==> src/logic/pcaer_pkg.sv <==
// constants for the error reporting capability register set
package pcaer_pkg;
	// placement of the structure in extended configuration space
	localparam logic [11:0] PCAER_BASE = 12'h100;
	localparam logic [11:0] PCAER_SPAN = 12'h018;
	// register offsets within the structure
	localparam logic [11:0] PCAER_OFF_HDR = 12'h000;
	localparam logic [11:0] PCAER_OFF_UNC_STA = 12'h004;
	localparam logic [11:0] PCAER_OFF_UNC_MSK = 12'h008;
	localparam logic [11:0] PCAER_OFF_UNC_SEV = 12'h00C;
	localparam logic [11:0] PCAER_OFF_COR_STA = 12'h010;
	localparam logic [11:0] PCAER_OFF_COR_MSK = 12'h014;
	// header fields
	localparam logic [15:0] PCAER_CAP_ID = 16'h0001;
	localparam logic [3:0] PCAER_CAP_VER = 4'h1;
	localparam logic [11:0] PCAER_NEXT_SN = 12'h140;
	localparam logic [11:0] PCAER_NEXT_END = 12'h000;
	// uncorrectable bit positions
	localparam int PCAER_UNC_DLP = 4;
	localparam int PCAER_UNC_POISON = 12;
	localparam int PCAER_UNC_FCP = 13;
	localparam int PCAER_UNC_CPL_TO = 14;
	localparam int PCAER_UNC_CPL_ABT = 15;
	localparam int PCAER_UNC_UNEXP = 16;
	localparam int PCAER_UNC_RX_OVF = 17;
	localparam int PCAER_UNC_MALF = 18;
	localparam int PCAER_UNC_UNSUP = 20;
	// correctable bit positions
	localparam int PCAER_COR_RX_ERR = 0;
	localparam int PCAER_COR_BAD_TLP = 6;
	localparam int PCAER_COR_BAD_DLLP = 7;
	localparam int PCAER_COR_RPL_ROLL = 8;
	localparam int PCAER_COR_RPL_TO = 12;
	localparam int PCAER_COR_ADVIS = 13;
	// implemented-bit masks and reset values
	localparam logic [31:0] PCAER_UNC_IMPL = 32'h0017F010;
	localparam logic [31:0] PCAER_UNC_STA_RST = 32'h00000000;
	localparam logic [31:0] PCAER_UNC_MSK_RST = 32'h00000000;
	localparam logic [31:0] PCAER_UNC_SEV_RST = 32'h00062010;
	localparam logic [31:0] PCAER_COR_IMPL = 32'h000031C1;
	localparam logic [31:0] PCAER_COR_STA_RST = 32'h00000000;
	localparam logic [31:0] PCAER_COR_MSK_RST = 32'h00002000;
endpackage

==> src/logic/pcaer_regs.sv <==
// error reporting capability registers with sticky status, mask and severity
// Behaviour
// - header bits 15:0 always read the fixed capability identifier 0x0001
// - header bits 19:16 read constant version one, writes ignored
// - next pointer reads 0x140 if serial number enabled, else 0x000
// - uncorrectable status bit sets on its error, holds, clears on write one
// - uncorrectable bits 4,12,13,14: link protocol, poisoned, flow control, timeout
// - bits 15..18,20 abort, unexpected, overflow, malformed, unsupported; rest read zero
// - one mask bit per uncorrectable status bit; set mask suppresses message
// - uncorrectable mask bits reset to zero
// - unmasked uncorrectable error reported fatal if severity one, else non-fatal
// - severity resets with bits 4,13,17,18 set, others clear
// - correctable status bit sets on error, holds, clears on write one
// - correctable bits 0,6,7,8,12,13: receiver, bad TLP, bad DLLP, rollover, replay timeout, advisory; reserved read zero
// - set correctable mask bit suppresses that error's message
// - correctable mask resets with only bit 13 set
// - structure sits at extended configuration offset 0x100
`timescale 1ns/1ps
module pcaer_regs
	import pcaer_pkg::*;
(
	// clock and power-up reset
	input wire logic ref_clk_in,
	input wire logic rstn_in,
	// hot or function-level reset, synchronous to ref_clk_in
	input wire logic hot_rst_in,
	// configuration access port
	input wire logic cfg_req_in,
	input wire logic cfg_we_in,
	input wire logic [11:0] cfg_addr_in,
	input wire logic [3:0] cfg_be_in,
	input wire logic [31:0] cfg_wdata_in,
	output logic cfg_ack_out,
	output logic [31:0] cfg_rdata_out,
	// loaded configuration
	input wire logic nvm_sn_en_in,
	// error detection pulses, one bit per status position
	input wire logic [31:0] unc_err_in,
	input wire logic [31:0] cor_err_in,
	// error message requests toward the link
	output logic msg_cor_out,
	output logic msg_nonfatal_out,
	output logic msg_fatal_out
);

	logic [31:0] unc_sta;
	logic [31:0] unc_msk;
	logic [31:0] unc_sev;
	logic [31:0] cor_sta;
	logic [31:0] cor_msk;
	logic [31:0] next_unc_sta;
	logic [31:0] next_unc_msk;
	logic [31:0] next_unc_sev;
	logic [31:0] next_cor_sta;
	logic [31:0] next_cor_msk;

	logic cfg_ack;
	logic [31:0] cfg_rdata;
	logic msg_cor;
	logic msg_nonfatal;
	logic msg_fatal;
	logic next_cfg_ack;
	logic [31:0] next_cfg_rdata;
	logic next_msg_cor;
	logic next_msg_nonfatal;
	logic next_msg_fatal;

	logic [11:0] rel_addr;
	logic in_cap;
	logic wr;
	logic [31:0] be_bits;
	logic [31:0] unc_evt;
	logic [31:0] cor_evt;
	logic [31:0] hdr;

	// byte lanes widened to a bit mask
	genvar gi;
	generate
		for (gi = 0; gi < 4; gi++) begin : g_be
			assign be_bits[gi*8 +: 8] = {8{cfg_be_in[gi]}};
		end
	endgenerate

	// decode against the structure base; unsigned wrap keeps low addresses out
	assign rel_addr = cfg_addr_in - PCAER_BASE;
	assign in_cap = (cfg_addr_in >= PCAER_BASE) && (rel_addr < PCAER_SPAN);
	assign wr = cfg_req_in && cfg_we_in && in_cap;

	// only implemented sources may ever reach a status bit
	assign unc_evt = unc_err_in & PCAER_UNC_IMPL;
	assign cor_evt = cor_err_in & PCAER_COR_IMPL;

	// header is pure wiring: no storage, writes have nothing to land in
	assign hdr = {(nvm_sn_en_in ? PCAER_NEXT_SN : PCAER_NEXT_END),
		PCAER_CAP_VER,
		PCAER_CAP_ID};

	// sticky register group
	always_comb begin
		logic [31:0] w1c;
		logic [31:0] wsel;
		w1c = cfg_wdata_in & be_bits;
		wsel = be_bits;
		next_unc_sta = unc_sta;
		next_unc_msk = unc_msk;
		next_unc_sev = unc_sev;
		next_cor_sta = cor_sta;
		next_cor_msk = cor_msk;
		if (wr) begin
			unique case ({rel_addr[11:2], 2'b00})
				PCAER_OFF_UNC_STA: begin
					next_unc_sta = unc_sta & ~w1c;
				end
				PCAER_OFF_UNC_MSK: begin
					next_unc_msk = ((unc_msk & ~wsel) | (cfg_wdata_in & wsel))
						& PCAER_UNC_IMPL;
				end
				PCAER_OFF_UNC_SEV: begin
					next_unc_sev = ((unc_sev & ~wsel) | (cfg_wdata_in & wsel))
						& PCAER_UNC_IMPL;
				end
				PCAER_OFF_COR_STA: begin
					next_cor_sta = cor_sta & ~w1c;
				end
				PCAER_OFF_COR_MSK: begin
					next_cor_msk = ((cor_msk & ~wsel) | (cfg_wdata_in & wsel))
						& PCAER_COR_IMPL;
				end
				default: begin
				end
			endcase
		end
		// a new error in the clearing cycle survives the clear
		next_unc_sta = next_unc_sta | unc_evt;
		next_cor_sta = next_cor_sta | cor_evt;
	end

	// power-up reset only: hot reset must not wipe logged errors
	always_ff @(posedge ref_clk_in or negedge rstn_in) begin
		if (!rstn_in) begin
			unc_sta <= PCAER_UNC_STA_RST;
			unc_msk <= PCAER_UNC_MSK_RST;
			unc_sev <= PCAER_UNC_SEV_RST;
			cor_sta <= PCAER_COR_STA_RST;
			cor_msk <= PCAER_COR_MSK_RST;
		end else begin
			unc_sta <= next_unc_sta;
			unc_msk <= next_unc_msk;
			unc_sev <= next_unc_sev;
			cor_sta <= next_cor_sta;
			cor_msk <= next_cor_msk;
		end
	end

	// access answer and message group, cleared by either reset
	always_comb begin
		logic [31:0] rd;
		logic [31:0] unc_live;
		logic [31:0] cor_live;
		rd = 32'h00000000;
		unc_live = unc_evt & ~unc_msk;
		cor_live = cor_evt & ~cor_msk;
		if (in_cap) begin
			unique case ({rel_addr[11:2], 2'b00})
				PCAER_OFF_HDR: rd = hdr;
				PCAER_OFF_UNC_STA: rd = unc_sta;
				PCAER_OFF_UNC_MSK: rd = unc_msk;
				PCAER_OFF_UNC_SEV: rd = unc_sev;
				PCAER_OFF_COR_STA: rd = cor_sta;
				PCAER_OFF_COR_MSK: rd = cor_msk;
				default: rd = 32'h00000000;
			endcase
		end
		next_cfg_ack = cfg_req_in;
		next_cfg_rdata = (cfg_req_in && !cfg_we_in) ? rd : 32'h00000000;
		next_msg_fatal = |(unc_live & unc_sev);
		next_msg_nonfatal = |(unc_live & ~unc_sev);
		next_msg_cor = |cor_live;
		if (hot_rst_in) begin
			next_cfg_ack = 1'b0;
			next_cfg_rdata = 32'h00000000;
			next_msg_fatal = 1'b0;
			next_msg_nonfatal = 1'b0;
			next_msg_cor = 1'b0;
		end
	end

	always_ff @(posedge ref_clk_in or negedge rstn_in) begin
		if (!rstn_in) begin
			cfg_ack <= 1'b0;
			cfg_rdata <= 32'h00000000;
			msg_cor <= 1'b0;
			msg_nonfatal <= 1'b0;
			msg_fatal <= 1'b0;
		end else begin
			cfg_ack <= next_cfg_ack;
			cfg_rdata <= next_cfg_rdata;
			msg_cor <= next_msg_cor;
			msg_nonfatal <= next_msg_nonfatal;
			msg_fatal <= next_msg_fatal;
		end
	end

	assign cfg_ack_out = cfg_ack;
	assign cfg_rdata_out = cfg_rdata;
	assign msg_cor_out = msg_cor;
	assign msg_nonfatal_out = msg_nonfatal;
	assign msg_fatal_out = msg_fatal;

endmodule

==> config.mk <==
export PLATFORM = sky130hd
export DESIGN_NAME = pcaer_regs
export DESIGN_NICKNAME = d
export VERILOG_FILES = /design/src/logic/pcaer_pkg.sv /design/src/logic/pcaer_regs.sv
export SDC_FILE = /design/constraint.sdc
export NUM_CORES = 1
export LEC_CHECK = 0
export BUFFER_PORTS_ARGS = -buffer_cell sky130_fd_sc_hd__buf_4
export CORE_MARGIN = 8
export CORE_UTILIZATION = 52
export DETAILED_ROUTE_END_ITERATION = 16
export PLACE_DENSITY = 0.79
export SLEW_MARGIN = 25
export SYNTH_ARGS = -nofsm -noshare
export SYNTH_HDL_FRONTEND = slang
export SYNTH_SLANG_ARGS = --single-unit
==> constraint.sdc <==
create_clock -name ref_clk_in -period 1.7 [get_ports ref_clk_in]
set_clock_uncertainty 0.2 [all_clocks]
set_input_delay 0.17 -clock ref_clk_in [delete_from_list [all_inputs] [get_ports ref_clk_in]]
set_output_delay 0.17 -clock ref_clk_in [all_outputs]
set_load 0.05 [all_outputs]
---- Word level (Yosys, flattened, before mapping) ----
Cells that the tools add are included.
operators by class
  add/sub/neg operators ................... 1
  $lt $le $gt $ge ......................... 2
  equality and inequality tests ........... 5
  mux-type cells .......................... 13
  bitwise operators ....................... 20
  reductions and logical operators ........ 12
operators by type and width
  kind                                                                                  count
  32-bit 2-to-1 mux                                                                     7
  32-bit case mux with 6 select lines                                                   1
  32-bit bitwise AND                                                                    4
  32-bit OR reduction                                                                   3
  21-bit NOT with 32-bit output                                                         2
  21-bit bitwise AND                                                                    2
  21-bit bitwise OR                                                                     2
  14-bit by 32-bit bitwise AND with 32-bit output                                       1
  21-bit by 32-bit bitwise AND with 32-bit output                                       1
  32-bit by 21-bit bitwise AND with 32-bit output                                       1
  14-bit NOT with 32-bit output                                                         1
  32-bit NOT                                                                            1
  32-bit by 14-bit bitwise OR with 32-bit output                                        1
  32-bit by 21-bit bitwise OR with 32-bit output                                        1
  21-bit NOT                                                                            1
  10-bit by 2-bit == test with 1-bit output, second input constant                      2
  10-bit by 3-bit == test with 1-bit output, second input constant                      2
  14-bit bitwise AND                                                                    1
  14-bit bitwise OR                                                                     1
  12-bit by 9-bit greater-or-equal comparator with 1-bit output, second input constant  1
  12-bit by 5-bit less-than comparator with 1-bit output, second input constant         1
  12-bit by 9-bit subtractor with 12-bit output, second input constant                  1
  10-bit by 1-bit == test with 1-bit output, second input constant                      1
  10-bit logical NOT                                                                    1
  other kinds (5)                                                                       13
word-level totals
  register bits after elaboration ......... 124
  bits of input ports ..................... 118
  output and inout port bits .............. 36
  word-level logic and storage cells ...... 63

---- Depth between registers and ports, before layout ----
  depth in word-level cells ............... 6
  depth in mapped cells ................... 6
  mapped depth without buffers ............ 4

---- Least setup slack after synthesis ----
Ideal clock, no wire load.
  path type ............................... input to register
  start ................................... input port cfg_addr_in[2]
  end ..................................... register with a tool-made name
  setup time .............................. 125 ps
  data arrival time ....................... 1463 ps
  data required time ...................... 1375 ps
  setup slack ............................. -87 ps
  stages .................................. 5
  path buffers ............................ 1
  cell sequence ........................... buf_4 nor4b_4 nand3_1 nor2_2 mux2_2
RTL lines
  element          RTL line          source
  start, declared  pcaer_regs.sv:30  input wire logic [11:0] cfg_addr_in,

---- Worst setup path after layout ----
  start ................................... input port cfg_be_in[0]
  end ..................................... register cor_sta[0]
on the way
  longest elaborated chain between the ends .. 6
RTL lines
  element                                         RTL line           source
  start, declared                                 pcaer_regs.sv:31   input wire logic [3:0] cfg_be_in,
  32-bit bitwise AND                              -
  32-bit NOT                                      pcaer_regs.sv:123  next_cor_sta = cor_sta & ~w1c;
  32-bit bitwise AND                              pcaer_regs.sv:123
  32-bit 2-to-1 mux                               pcaer_regs.sv:110  unique case ({rel_addr[11:2], 2'b00})
  32-bit 2-to-1 mux                               pcaer_regs.sv:109  if (wr) begin
  32-bit by 14-bit bitwise OR with 32-bit output  pcaer_regs.sv:135  next_cor_sta = next_cor_sta | cor_evt;
  via next_cor_sta[0]                             pcaer_regs.sv:54   logic [31:0] next_cor_sta;
  end signal, assigned                            pcaer_regs.sv:150  cor_sta <= next_cor_sta;
  end, declared                                   pcaer_regs.sv:49   logic [31:0] cor_sta;
The timed path passes the listed nets, and every way through them passes these cells.
A chain may end at the register's enable or synchronous reset.

==> results.toml <==
[status]
status = "finished, final reports clean"

[sta]
slew_headroom = 0.615
final-hold-violation-count = 0
fin_crit_sh = 0.977
setup_violations = 0
slew_violations = 0
fmax_ghz = 0.602
worst_slack_ns = 0.0389
hold_ws_ns = 0.0223
min_period_ns = 1.66
rsz0062_at_grt = "yes"
tightest_slew_ns = 0.577

[clock_network]
clock_sinks = 124
path_clk_slew_ns = 0.05
cts_buffers = 17
htreeDepth = 4
ctsLongestPathBuffers = 2
clkLatencyLatePin_ns = 0.52
ctsRootBufferMaster = "clkbuf_8"
cts_tree = "done"

[setup_path]
cp-start-kind = "primary input"
crit_arrival_ns = 1.86
end_kind = "flip-flop"
slowest_delay_ns = 0.55
r2r_end = "cfg_rdata_out[13]"
r2r_setup_slack_ns = 0.09
endpoint = "cor_sta[0]"
crit_chain = "dlygate4sd3_1 -> buf_4 -> buf_4 -> nand2_1 -> o21ai_1 -> nand2_1 -> dlygate4sd3_1"
cp_data_required_time_ns = 1.90
crit_type = "primary input to flip-flop"
crit_buf_inv = 4
reg2reg_from = "unc_sta[13]"
startpoint = "cfg_be_in[0]"
rr_worst_depth = 4
cp_num_cells = 7
worst_path_dominant_cell_family = "buffers and inverters"
cp_max_fo = 8
crit_slowest_cell = "dlygate4sd3_1"

[place]
placed_cells = 693
placed_area_um2 = 6410
gp_congestion = 0.898
dp_hpwl_um = 9850
io_buffers = 102
place_ws_ns = -0.224

[routing]
drc_errors = 0
wire_per_inst_um = 20.0
first_pass_iters = 7
postRouteWirelength_um = 16000
drt-initial-drc-count = 362
num_vias = 4559
detail-route-antenna-nets = 0
viasPerCell = 5.72

[synthesis]
avgSynthCellArea_um2 = 11.8
synth_cells = 442
ys_seq_elements = 124
synth_compound_area_frac = 0.158
synth_top_family_by_area = "compound AO/OA/AOI/OAI gates"
synth-simple-area-share = 0.157
synthXorXnorAreaFrac = 0
yosys.area_share.adder = 0
ys_warn_count = 0
syn_nets = 560
muxShareOfSynthArea = 0.0643
ys_types = 37
ys_seq_area_frac = 0.594
syn-cell-area_um2 = 5240

[die]
coreArea_um2 = 9770
die_area_um2 = 13500
boundaryPins = 154
initial_core_util = 0.536
std_cell_rows = 36
fp.dieH_um = 116
die_w_um = 116

[finish]
final_cell_mix = "138 x buf_4, 119 x dfrtp_1, 70 x dlygate4sd3_1"
multi_input_comb_area_um2 = 2050
fillers = 524
layout.cells.non_filler = 797
fin_nets = 769
antennaDiodeCount = 0
final_common_cell = "buf_4"
ff_latch_area_um2 = 3110
drive_above_1_share = 0.333
syn_to_final_growth_pct = 48.6
final_area_um2 = 7780

[power_and_ir_drop]
total_power_mw = 7.36
power.leakage_nw = 3.57
ir_drop_v = 0.000555
p_per_area_nw_per_um2 = 945

[global_routing]
grt_pass1_vias = 4919
grt_pass1_wl_um = 25300
grt_overflow_total = 0
grt_max_degree = 79
antenna_found_initial = 0
grt_usage = 0.246

[flow_run]
maxCapViolations = 0

[min_path]
holdCritPathClass = "primary input to asynchronous set/reset pin"
## how the worst min path moves through the flow
stage               startpoint                         end  slack (ns)
6_report               rstn_in            cfg_rdata_out[2]        0.02
4_1_cts        cfg_addr_in[11]                   flip-flop        0.01
2_1_floorplan          rstn_in  asynchronous set/reset pin       -0.33
3_3_place_gp           rstn_in            cfg_rdata_out[2]        0.03
3_5_place_dp           rstn_in            cfg_rdata_out[2]        0.03
5_1_grt         cfg_addr_in[3]           cfg_rdata_out[12]        0.04
## cell type report
type / instances / share of cell area
tap: 133 / 0.0214
inverter: 6 / 0.00289
timing repair buffer: 212 / 0.231
sequential: 124 / 0.400
multi-input combinational: 290 / 0.263
clock buffer: 28 / 0.0688
clock inverter: 4 / 0.0125
## worst register-to-register path, stage by stage (launching register included)
cell and delay [ns]:
dfrtp_1 0.38, mux2_2 0.28, a22o_1 0.26, a222oi_1 0.31
nor2_1 0.08
## cells by family after synthesis
group | count (synthesis)
AOI/OAI and AO/OA | 113
buffers and inverters | 28
DFF | 124
muxes | 30
and+or+nand+nor | 147
## repair_timing
item                       4_1_cts  5_1_grt
hold buffers                    70        0
setup endpoints to repair        0        6
buffers inserted                 0        2
resized for setup                0        7
hold endpoints to repair       231        0
## cells in the mapped netlist (all sizes together)
| cell | number | area share |
|---|---|---|
| o21a | 49 | 0.070 |
| a22oi | 21 | 0.030 |
| nand3b | 9 | 0.013 |
| nor2b | 5 | 0.0060 |
| buf | 18 | 0.019 |
| and2 | 1 | 0.0012 |
| a22o | 9 | 0.015 |
| nor3b | 13 | 0.022 |
| or2 | 1 | 0.0012 |
| inv | 6 | 0.0043 |
| and4bb | 1 | 0.0024 |
| a21oi | 4 | 0.0038 |
| o22ai | 1 | 0.0012 |
| nor4 | 3 | 0.0093 |
| nor4b | 2 | 0.0091 |
| a221oi | 2 | 0.0033 |
| mux2 | 29 | 0.062 |
| nand2b | 16 | 0.019 |
| dfstp | 5 | 0.025 |
| dfrtp | 119 | 0.57 |
| a222oi | 8 | 0.015 |
| a31oi | 3 | 0.0036 |
| nand2 | 39 | 0.028 |
| nand4 | 3 | 0.0036 |
| nor2 | 41 | 0.030 |
| clkbuf | 4 | 0.0031 |
| nand3 | 11 | 0.011 |
| nor3 | 2 | 0.0019 |
| mux2i | 1 | 0.0019 |
| o21ai | 16 | 0.015 |
## layer usage
layer / track usage / vias to the layer above / wire, um
li1: - / 1999 / -
met1: 0.297 / 2287 / 6280
met2: 0.406 / 224 / 7940
met3: 0.0620 / 49 / 1260
met4: 0.116 / 0 / 493
met5: 0 / - / 0
## metrics by stage
stage | util | TNS (ns)
floorplan | - | -0.619
global placement | 0.656 | -6.88
detailed placement | 0.656 | -8.16
CTS | 0.793 | 0
global route | 0.796 | -0.00480
finish | 0.796 | 0
## power breakdown
group	internal [mW]	switching, mW	leakage [nW]
clock	2.55	1.24	0.308
combinational	0.306	0.292	1.63
sequential	2.96	0.00223	1.63
total	5.82	1.54	3.57
Note: power is estimated with default switching activity, not from simulation.
